==> src/logic/spi_status_pkg.sv <==
// Constants and types shared by the serial buffer-status block
// Assumes a 100 MHz system clock and an 8-bit serial word
package spi_status_pkg;

  // ****************************************************************
  // Widths and depths
  // ****************************************************************
  localparam int unsigned WORD_BITS   = 8;
  localparam int unsigned FIFO_DEPTH  = 8;
  localparam int unsigned CNT_BITS    = 4;

  // ****************************************************************
  // Status field positions
  // ****************************************************************
  localparam int unsigned RX_EMPTY_POS    = 0;
  localparam int unsigned SHIFT_EMPTY_POS = 1;

  // ****************************************************************
  // Reset values
  // ****************************************************************
  localparam logic       SHIFT_EMPTY_RST = 1'h1;
  localparam logic       RX_EMPTY_RST    = 1'h1;
  localparam logic       BUSY_RST        = 1'h0;
  localparam logic [7:0] WORD_RST        = 8'h00;

  // ****************************************************************
  // Timing
  // ****************************************************************
  localparam int unsigned CLK_PERIOD_NS  = 10;
  localparam int unsigned SCK_HALF_NS    = 80;
  localparam int unsigned SCK_HALF_CYC   = (SCK_HALF_NS + CLK_PERIOD_NS - 1) / CLK_PERIOD_NS;
  localparam int unsigned MISO_EARLY_CYC = 1;

  typedef enum logic [1:0] {
    ST_IDLE,
    ST_FIRST,
    ST_SECOND
  } master_state_t;

endpackage : spi_status_pkg

==> src/logic/spi_status_core.sv <==
// Serial shift engine with transmit/receive buffers and buffer-status flags
// Assumes pins arrive unsynchronised; mode 0 timing (sample on rising SCK)
//
// How it works
// - In slave role the shift-empty flag sets once a word is done, no transmit word waits and nothing waits for the receive buffer.
// - The shift-empty flag clears when a transmit word loads into the shifter or a slave SCK edge starts shifting.
// - In master role the shift-empty flag reads 1 always.
// - In slave role the receive-empty flag is 1 when the receive buffer holds no unread word.
// - The receive-empty flag is 0 while an unread received word waits.
// - In master role the receive-empty flag reads 1 always.
// - As slave, MOSI is sampled in the middle of each bit, on the synchronised rising SCK edge.
// - As master, MISO is sampled one system clock before the bit period ends.
// - The master-enable input selects slave (0) or master (1) that drives SCK.
// - The busy flag is 1 while a transfer runs in either role.
`timescale 1ns/1ns
module spi_status_core #(
  parameter int unsigned WORD_W  = spi_status_pkg::WORD_BITS,
  parameter int unsigned TX_DEPTH = spi_status_pkg::FIFO_DEPTH
) (
  // Clock, reset, enable
  input  wire logic              I_CLK_SYS,
  input  wire logic              I_RST,
  input  wire logic              I_CE,
  // Control
  input  wire logic              I_MASTER_ROLE_ENABLE,
  // Transmit side
  input  wire logic              I_TX_VALID,
  output logic                   O_TX_READY,
  input  wire logic [WORD_W-1:0] I_TX_DATA,
  // Receive buffer read
  input  wire logic              I_RX_READ,
  output logic      [WORD_W-1:0] O_RX_DATA,
  // Status
  output logic                   O_SHIFT_REG_EMPTY_FLAG,
  output logic                   O_RX_BUFFER_EMPTY_FLAG,
  output logic                   O_TRANSFER_BUSY_FLAG,
  // Serial pins
  input  wire logic              I_SCK,
  input  wire logic              I_NSS_N,
  input  wire logic              I_MOSI,
  input  wire logic              I_MISO,
  output logic                   O_SCK,
  output logic                   O_SCK_OE,
  output logic                   O_MOSI,
  output logic                   O_MISO,
  output logic                   O_MISO_OE
);

  // ****************************************************************
  // Pin synchronisers
  // ****************************************************************
  logic [3:0] pins_sync;

  sync_two_ff #(
    .WIDTH (4)
  ) u_sync (
    .clk (I_CLK_SYS),
    .rst (I_RST),
    .ce  (I_CE),
    .d   ({I_SCK, !I_NSS_N, I_MOSI, I_MISO}),
    .q   (pins_sync)
  );

  wire sck_s  = pins_sync[3];
  // Select is synchronised active high so that reset reads as deselected
  wire nss_s  = !pins_sync[2];
  wire mosi_s = pins_sync[1];
  wire miso_s = pins_sync[0];

  logic sck_d;
  always_ff @(posedge I_CLK_SYS) begin
    if (I_RST) begin
      sck_d <= 1'h0;
    end else if (I_CE) begin
      sck_d <= sck_s;
    end
  end

  wire master    = I_MASTER_ROLE_ENABLE;
  wire selected  = !master && !nss_s;
  wire sck_rise  = selected && sck_s && !sck_d;
  wire sck_fall  = selected && !sck_s && sck_d;

  // ****************************************************************
  // Transmit buffer
  // ****************************************************************
  logic              tx_valid;
  logic              tx_pop;
  logic [WORD_W-1:0] tx_word;

  word_fifo #(
    .WIDTH (WORD_W),
    .DEPTH (TX_DEPTH)
  ) u_tx_fifo (
    .clk       (I_CLK_SYS),
    .rst       (I_RST),
    .ce        (I_CE),
    .in_valid  (I_TX_VALID),
    .in_ready  (O_TX_READY),
    .in_data   (I_TX_DATA),
    .out_valid (tx_valid),
    .out_ready (tx_pop),
    .out_data  (tx_word)
  );

  // ****************************************************************
  // Shift engine state
  // ****************************************************************
  localparam int unsigned HALF = spi_status_pkg::SCK_HALF_CYC;
  localparam int unsigned CW   = $clog2(HALF + 1);

  spi_status_pkg::master_state_t state;
  spi_status_pkg::master_state_t next_state;

  logic [WORD_W-1:0]                   shifter;
  logic [spi_status_pkg::CNT_BITS-1:0] bit_cnt;
  logic [CW-1:0]                       div_cnt;
  logic                                active;
  logic                                loaded;
  logic                                miso_bit;
  logic                                rx_full;
  logic [WORD_W-1:0]                   rx_buf;
  logic                                rx_pending;

  wire last_bit    = (bit_cnt == spi_status_pkg::CNT_BITS'(WORD_W - 1));
  wire div_end     = (div_cnt == CW'(HALF - 1));
  wire div_sample  = (div_cnt == CW'(HALF - 1 - spi_status_pkg::MISO_EARLY_CYC));
  wire m_start     = master && (state == spi_status_pkg::ST_IDLE) && tx_valid;
  wire s_load      = !master && !active && !loaded && tx_valid;
  wire s_done      = sck_fall && active && last_bit;
  wire m_done      = master && (state == spi_status_pkg::ST_SECOND) && div_end && last_bit;
  wire word_done   = s_done || m_done;
  wire slave_start = sck_rise && !active;

  assign tx_pop = I_CE && (m_start || s_load);

  always_comb begin
    next_state = state;
    case (state)
      spi_status_pkg::ST_IDLE: begin
        if (m_start) begin
          next_state = spi_status_pkg::ST_FIRST;
        end
      end
      spi_status_pkg::ST_FIRST: begin
        if (div_end) begin
          next_state = spi_status_pkg::ST_SECOND;
        end
      end
      spi_status_pkg::ST_SECOND: begin
        if (div_end) begin
          next_state = last_bit ? spi_status_pkg::ST_IDLE : spi_status_pkg::ST_FIRST;
        end
      end
      default: begin
        next_state = spi_status_pkg::ST_IDLE;
      end
    endcase
  end

  // ****************************************************************
  // Master half-period divider and state
  // ****************************************************************
  always_ff @(posedge I_CLK_SYS) begin
    if (I_RST || !master) begin
      state   <= spi_status_pkg::ST_IDLE;
      div_cnt <= '0;
    end else if (I_CE) begin
      state <= next_state;
      if (state == spi_status_pkg::ST_IDLE || div_end) begin
        div_cnt <= '0;
      end else begin
        div_cnt <= div_cnt + 1'b1;
      end
    end
  end

  // ****************************************************************
  // Shift register
  // ****************************************************************
  always_ff @(posedge I_CLK_SYS) begin
    if (I_RST) begin
      shifter  <= spi_status_pkg::WORD_RST;
      bit_cnt  <= '0;
      active   <= 1'h0;
      loaded   <= 1'h0;
      miso_bit <= 1'h0;
    end else if (I_CE) begin
      if (m_start || s_load) begin
        shifter <= tx_word;
        bit_cnt <= '0;
        loaded  <= 1'h1;
        active  <= master;
      end
      if (master && state == spi_status_pkg::ST_SECOND && div_sample) begin
        miso_bit <= miso_s;
      end
      if (master && state == spi_status_pkg::ST_SECOND && div_end) begin
        shifter <= {shifter[WORD_W-2:0], miso_bit};
        bit_cnt <= bit_cnt + 1'b1;
        if (last_bit) begin
          active <= 1'h0;
          loaded <= 1'h0;
        end
      end
      if (sck_rise) begin
        miso_bit <= mosi_s;
        active   <= 1'h1;
      end
      if (sck_fall && active) begin
        shifter <= {shifter[WORD_W-2:0], miso_bit};
        bit_cnt <= bit_cnt + 1'b1;
        if (last_bit) begin
          active  <= 1'h0;
          loaded  <= 1'h0;
          bit_cnt <= '0;
        end
      end
      if (!master && nss_s && !sck_rise) begin
        active  <= 1'h0;
        bit_cnt <= '0;
      end
    end
  end

  // ****************************************************************
  // Receive buffer
  // ****************************************************************
  wire [WORD_W-1:0] done_word = {shifter[WORD_W-2:0], miso_bit};

  always_ff @(posedge I_CLK_SYS) begin
    if (I_RST) begin
      rx_buf     <= spi_status_pkg::WORD_RST;
      rx_full    <= 1'h0;
      rx_pending <= 1'h0;
    end else if (I_CE) begin
      rx_pending <= 1'h0;
      if (word_done) begin
        rx_buf     <= done_word;
        rx_full    <= 1'h1;
        rx_pending <= 1'h1;
      end else if (I_RX_READ) begin
        rx_full <= 1'h0;
      end
    end
  end

  // ****************************************************************
  // Registered outputs
  // ****************************************************************
  wire shift_empty_slave = !active && !loaded && !tx_valid && !rx_pending && !slave_start;
  wire next_shift_empty  = master ? 1'h1 : shift_empty_slave;
  wire next_rx_empty     = master ? 1'h1 : !rx_full;
  wire next_busy         = active || (master && state != spi_status_pkg::ST_IDLE) || m_start;

  always_ff @(posedge I_CLK_SYS) begin
    if (I_RST) begin
      O_SHIFT_REG_EMPTY_FLAG <= spi_status_pkg::SHIFT_EMPTY_RST;
      O_RX_BUFFER_EMPTY_FLAG <= spi_status_pkg::RX_EMPTY_RST;
      O_TRANSFER_BUSY_FLAG   <= spi_status_pkg::BUSY_RST;
      O_RX_DATA              <= spi_status_pkg::WORD_RST;
      O_SCK                  <= 1'h0;
      O_SCK_OE               <= 1'h0;
      O_MOSI                 <= 1'h0;
      O_MISO                 <= 1'h0;
      O_MISO_OE              <= 1'h0;
    end else if (I_CE) begin
      O_SHIFT_REG_EMPTY_FLAG <= next_shift_empty;
      O_RX_BUFFER_EMPTY_FLAG <= next_rx_empty;
      O_TRANSFER_BUSY_FLAG   <= next_busy;
      O_RX_DATA              <= rx_buf;
      O_SCK                  <= master && (next_state == spi_status_pkg::ST_SECOND);
      O_SCK_OE               <= master;
      O_MOSI                 <= master ? shifter[WORD_W-1] : 1'h0;
      O_MISO                 <= shifter[WORD_W-1];
      O_MISO_OE              <= selected;
    end
  end

endmodule : spi_status_core

==> src/logic/sync_two_ff.sv <==
// Two-flip-flop synchroniser for inputs from outside the clock domain
// Assumes the enable freezes state like the rest of the block
`timescale 1ns/1ns
module sync_two_ff #(
  parameter int unsigned WIDTH = 1
) (
  input  wire logic             clk,
  input  wire logic             rst,
  input  wire logic             ce,
  input  wire logic [WIDTH-1:0] d,
  output logic      [WIDTH-1:0] q
);
  logic [WIDTH-1:0] meta;

  always_ff @(posedge clk) begin
    if (rst) begin
      meta <= '0;
      q    <= '0;
    end else if (ce) begin
      meta <= d;
      q    <= meta;
    end
  end
endmodule : sync_two_ff

==> src/logic/word_fifo.sv <==
// Synchronous word FIFO with valid and ready on both sides
// Assumes a single clock and clock enable
`timescale 1ns/1ns
module word_fifo #(
  parameter int unsigned WIDTH = 8,
  parameter int unsigned DEPTH = 8
) (
  input  wire logic             clk,
  input  wire logic             rst,
  input  wire logic             ce,
  // Fill side
  input  wire logic             in_valid,
  output logic                  in_ready,
  input  wire logic [WIDTH-1:0] in_data,
  // Drain side
  output logic                  out_valid,
  input  wire logic             out_ready,
  output logic      [WIDTH-1:0] out_data
);
  localparam int unsigned AW = (DEPTH > 1) ? $clog2(DEPTH) : 1;

  logic [WIDTH-1:0] mem [DEPTH];
  logic [AW-1:0]    wr_ptr;
  logic [AW-1:0]    rd_ptr;
  logic [AW:0]      count;

  wire do_push = ce && in_valid && in_ready;
  wire do_pop  = ce && out_valid && out_ready;
  wire [AW-1:0] wr_inc = (wr_ptr == AW'(DEPTH - 1)) ? '0 : wr_ptr + 1'b1;
  wire [AW-1:0] rd_inc = (rd_ptr == AW'(DEPTH - 1)) ? '0 : rd_ptr + 1'b1;

  assign in_ready  = (count != (AW + 1)'(DEPTH));
  assign out_valid = (count != '0);
  assign out_data  = mem[rd_ptr];

  always_ff @(posedge clk) begin
    if (do_push) begin
      mem[wr_ptr] <= in_data;
    end
  end

  always_ff @(posedge clk) begin
    if (rst) begin
      wr_ptr <= '0;
      rd_ptr <= '0;
      count  <= '0;
    end else begin
      if (do_push) begin
        wr_ptr <= wr_inc;
      end
      if (do_pop) begin
        rd_ptr <= rd_inc;
      end
      if (do_push && !do_pop) begin
        count <= count + 1'b1;
      end else if (do_pop && !do_push) begin
        count <= count - 1'b1;
      end
    end
  end
endmodule : word_fifo

==> config.mk <==
export PLATFORM = sky130hd
export DESIGN_NAME = spi_status_core
export DESIGN_NICKNAME = d
export VERILOG_FILES = /design/src/logic/spi_status_pkg.sv /design/src/logic/spi_status_core.sv /design/src/logic/sync_two_ff.sv /design/src/logic/word_fifo.sv
export SDC_FILE = /design/constraint.sdc
export NUM_CORES = 1
export LEC_CHECK = 0
export ABC_CLOCK_PERIOD_IN_PS = 3950
export BUFFER_PORTS_ARGS = -buffer_cell sky130_fd_sc_hd__buf_2
export CORE_MARGIN = 1.5
export CORE_UTILIZATION = 45
export CTS_BUF_LIST = sky130_fd_sc_hd__clkbuf_8 sky130_fd_sc_hd__clkbuf_16
export CTS_CLUSTER_DIAMETER = 80
export DETAILED_ROUTE_END_ITERATION = 8
export PLACE_DENSITY = 0.67
export SKIP_LAST_GASP = 1
export SLEW_MARGIN = 20
export SYNTH_ARGS = -nofsm -noshare
export SYNTH_HDL_FRONTEND = slang
export SYNTH_SLANG_ARGS = --single-unit
==> constraint.sdc <==
create_clock -name I_CLK_SYS -period 3.95 [get_ports I_CLK_SYS]
set_clock_uncertainty 0.1 [all_clocks]
set_input_delay 0 -clock I_CLK_SYS [delete_from_list [all_inputs] [get_ports I_CLK_SYS]]
set_output_delay 0 -clock I_CLK_SYS [all_outputs]
set_load 0.005 [all_outputs]
==> results.toml <==
[detailed_routing]
vias = 3436
routed_wl_um = 10700
drtIter0Drc = 159
drc = 0
antenna_left = 0
via_per_inst = 5.50
drt_pass1_iterations = 5
post_drt_wl_per_cell_um = 17.2

[global_route]
grt_usage_pct = 18.3
antenna_found_initial = 0
grt_pass1_vias = 3471
grt_pass1_wl_um = 18000
grt_max_degree = 50
grt_overflow_total = 0

[synthesis]
ys_seq_area_share_pct = 60.7
synth_top_family_by_area = "simple AND/OR/NAND/NOR gates"
synthArstFlopShare_pct = 0
netlist.top_cell.by_area = "edfxtp_1"
synth-simple-area-share_pct = 12.5
synth_edf_count = 64
synth-adder-area-share_pct = 2.67
synth_nets = 451
synthTopCellsByArea = "edfxtp_1 35%, dfxtp_1 25%, mux4_2 6.6%"
ys_ff_latch = 133
synth_compound_area_share_pct = 8.07
yosysUniqueCellTypes = 54
synth_flop_cell = "dfxtp_1"
syn_area_um2 = 5450
yosys.area.top_type_share_pct = 35.3
muxShareOfSynthArea_pct = 12.3
synth_area_per_cell_um2 = 12.9
yosys_warnings = 0
synthCells = 422
synthXorXnorAreaFrac_pct = 0.804

[hold_path]
hold-path-endpoint = "O_MISO"
hold_path_class = "in -> reg"
min_from = "I_RST"
holdPathStages = 3

[cells_and_area]
multi_input_area_um2 = 1990
layout_commonest_cell = "dfxtp_1"
final_cell_mix = "69 x dfxtp_1, 64 x edfxtp_1, 39 x nor2_1, 34 x nand2_1, 34 x buf_2"
diodes = 0
drive_gt1_share_pct = 22.4
nFillCells = 939
ff_latch_area_um2 = 3300
area_growth_pct = 18.6
finalInstanceArea_um2 = 6460
nNetsFinal = 498

[timing]
finalCriticalPeriod_ns = 3.18
slew_violations = 0
fin_crit_sh_pct = 80.4
hold_violations = 0
finalSetupViolCount = 0
maxSlewHeadroom_pct = 38.5
rsz0062_at_grt = "false"
max_freq_ghz = 0.315
tightest_slew_ns = 0.918
tns_ns = 0

[placement]
gp_congestion = 0.750
io_buffers = 34
postPlaceCellArea_um2 = 5720
dp_hpwl_um = 6570

[run]
cap_violations = 0

[setup_path]
start_kind = "register"
worst-path-max-fanout = 9
required_ns = 4.15
rr_startpoint = "u_tx_fifo.count[0]"
worstPathArrival_ns = 3.38
cp-end-kind = "register"
r2r_slack_ns = 0.77
r2r_cells = 10
rr_endpoint = "u_tx_fifo.count[3]"
worstSetupPathType = "reg -> reg"

[clocking]
cts-root-buf = "clkbuf_16"
tritoncts = "yes"
cts.sinks = 133
ctsLongestPathBuffers = 2
cts.clk_slew.worst_paths_ns = 0.06
clk_latency_ns = 0.41
cts_setup_buffers = 0
cts-buffers-inserted = 17
cts_htree_levels = 4

[die]
die_w_um = 113
fp.dieArea_um2 = 12800
start_util_pct = 46.9
dieHeight_um = 113
pin_count = 35
core_area_um2 = 11600
rows = 39

[pwr]
power_per_cell_area_nw_per_um2 = 548
leakage_nw = 2.35
ir_worst_vdd_mv = 0.588

[outcome]
outcome = "finished, final reports clean"
-- synthesized netlist by cell type (2+ instances only) --
library cell	n
nand3b_1	5
inv_1	4
buf_6	3
a21oi_1	18
nor4_1	11
nor2_1	39
or3_1	6
o21ai_0	6
mux4_2	16
nand4_1	3
xor2_1	3
nand4b_1	2
dfxtp_1	69
o22ai_1	2
buf_2	3
o32ai_1	3
nand3_1	5
clkbuf_1	17
xnor2_1	2
a31o_2	8
edfxtp_1	64
a221o_1	8
nand2b_1	2
a21o_1	3
buf_1	5
nor3_1	13
mux2i_1	30
nand2_1	34
a211oi_1	4
ha_1	10
-- sequential cells by signal, indices dropped and copies added, names as in the netlist, 3 cells and up, named ones only --
name	cells
rx_buf	8
u_tx_fifo.mem	64
div_cnt	4
bit_cnt	4
u_sync.q	4
u_tx_fifo.rd_ptr	3
u_tx_fifo.count	4
u_sync.meta	4
shifter	8
u_tx_fifo.wr_ptr	3
O_RX_DATA	8
-- cell type report --
| type | count | area share, % |
|---|---|---|
| clock inverter | 15 | 2.44 |
| sequential | 133 | 51.1 |
| tap | 143 | 2.77 |
| inverter | 5 | 0.291 |
| timing repair buffer | 57 | 5.93 |
| multi-input combinational | 255 | 30.9 |
| clock buffer | 17 | 6.59 |
-- power by group --
part,switching [W],internal [W]
combinational,0.000191,0.000201
sequential,0.0000888,0.00152
clock,0.000645,0.000893
total,0.000924,0.00261
-- metrics by stage --
stage / setup slack (ns) / utilization, % / std cells / total power (W) / hold slack [ns]
after detailed placement: 0.809 / 49.2 / 577 / 0.00202 / 0.0989
after CTS: 0.793 / 55.6 / 625 / 0.00356 / 0.0547
after global placement: 0.892 / 49.2 / 577 / 0.00200 / 0.0854
after global routing: 0.630 / 55.6 / 625 / 0.00368 / 0.0750
after floorplan: 0.968 / - / 422 / 0.00191 / -0.00113
final: 0.774 / 55.6 / 625 / 0.00354 / 0.0610
-- layer usage --
metal  GRT usage, %  vias to the layer above  wire (um)
met1           23.1                     1680       4790
met3           5.14                        6        389
met2           31.2                       60       5460
met5              0                        -          0
met4           4.75                        0         80
li1               -                     1690          -
-- timing repair --
item	CTS	global route
gates resized for setup	0	0
hold buffers	16	0
hold endpoints to repair	86	0
-- cells by family after synthesis --
kind of cell             count (synthesis)
flip-flops                             133
buffers and inverters                   34
adder cells (fa/ha/maj)                 11
XOR/XNOR                                 5
multiplexers                            47
AO/OA/AOI/OAI                           60
AND/OR/NAND/NOR                        132
-- worst max-delay path, stage by stage (launching register included) --
cell,delay [ns]
dfxtp_1,0.38
or4b_2,0.72
nand3_2,0.20
inv_1,0.13
ha_1,0.21
inv_1,0.15
ha_1,0.25
a21o_1,0.18
a21oi_1,0.18
mux2i_1,0.22
mux2_2,0.35
-- how the worst max path moves through the flow --
| stage | from | to | slack [ns] | cells past startpoint |
|---|---|---|---|---|
| global route | u_tx_fifo.count[0] | u_tx_fifo.count[3] | 0.63 | 10 |
| global placement | u_tx_fifo.count[0] | u_tx_fifo.count[3] | 0.89 | 10 |
| detailed placement | u_tx_fifo.count[0] | u_tx_fifo.count[3] | 0.81 | 10 |
| finish | u_tx_fifo.count[0] | u_tx_fifo.count[3] | 0.77 | 10 |
| floorplan | state[1] | u_tx_fifo.count[3] | 0.97 | 12 |
| CTS | u_tx_fifo.count[0] | u_tx_fifo.count[3] | 0.79 | 10 |
Note: power is estimated with default switching activity, not from simulation.
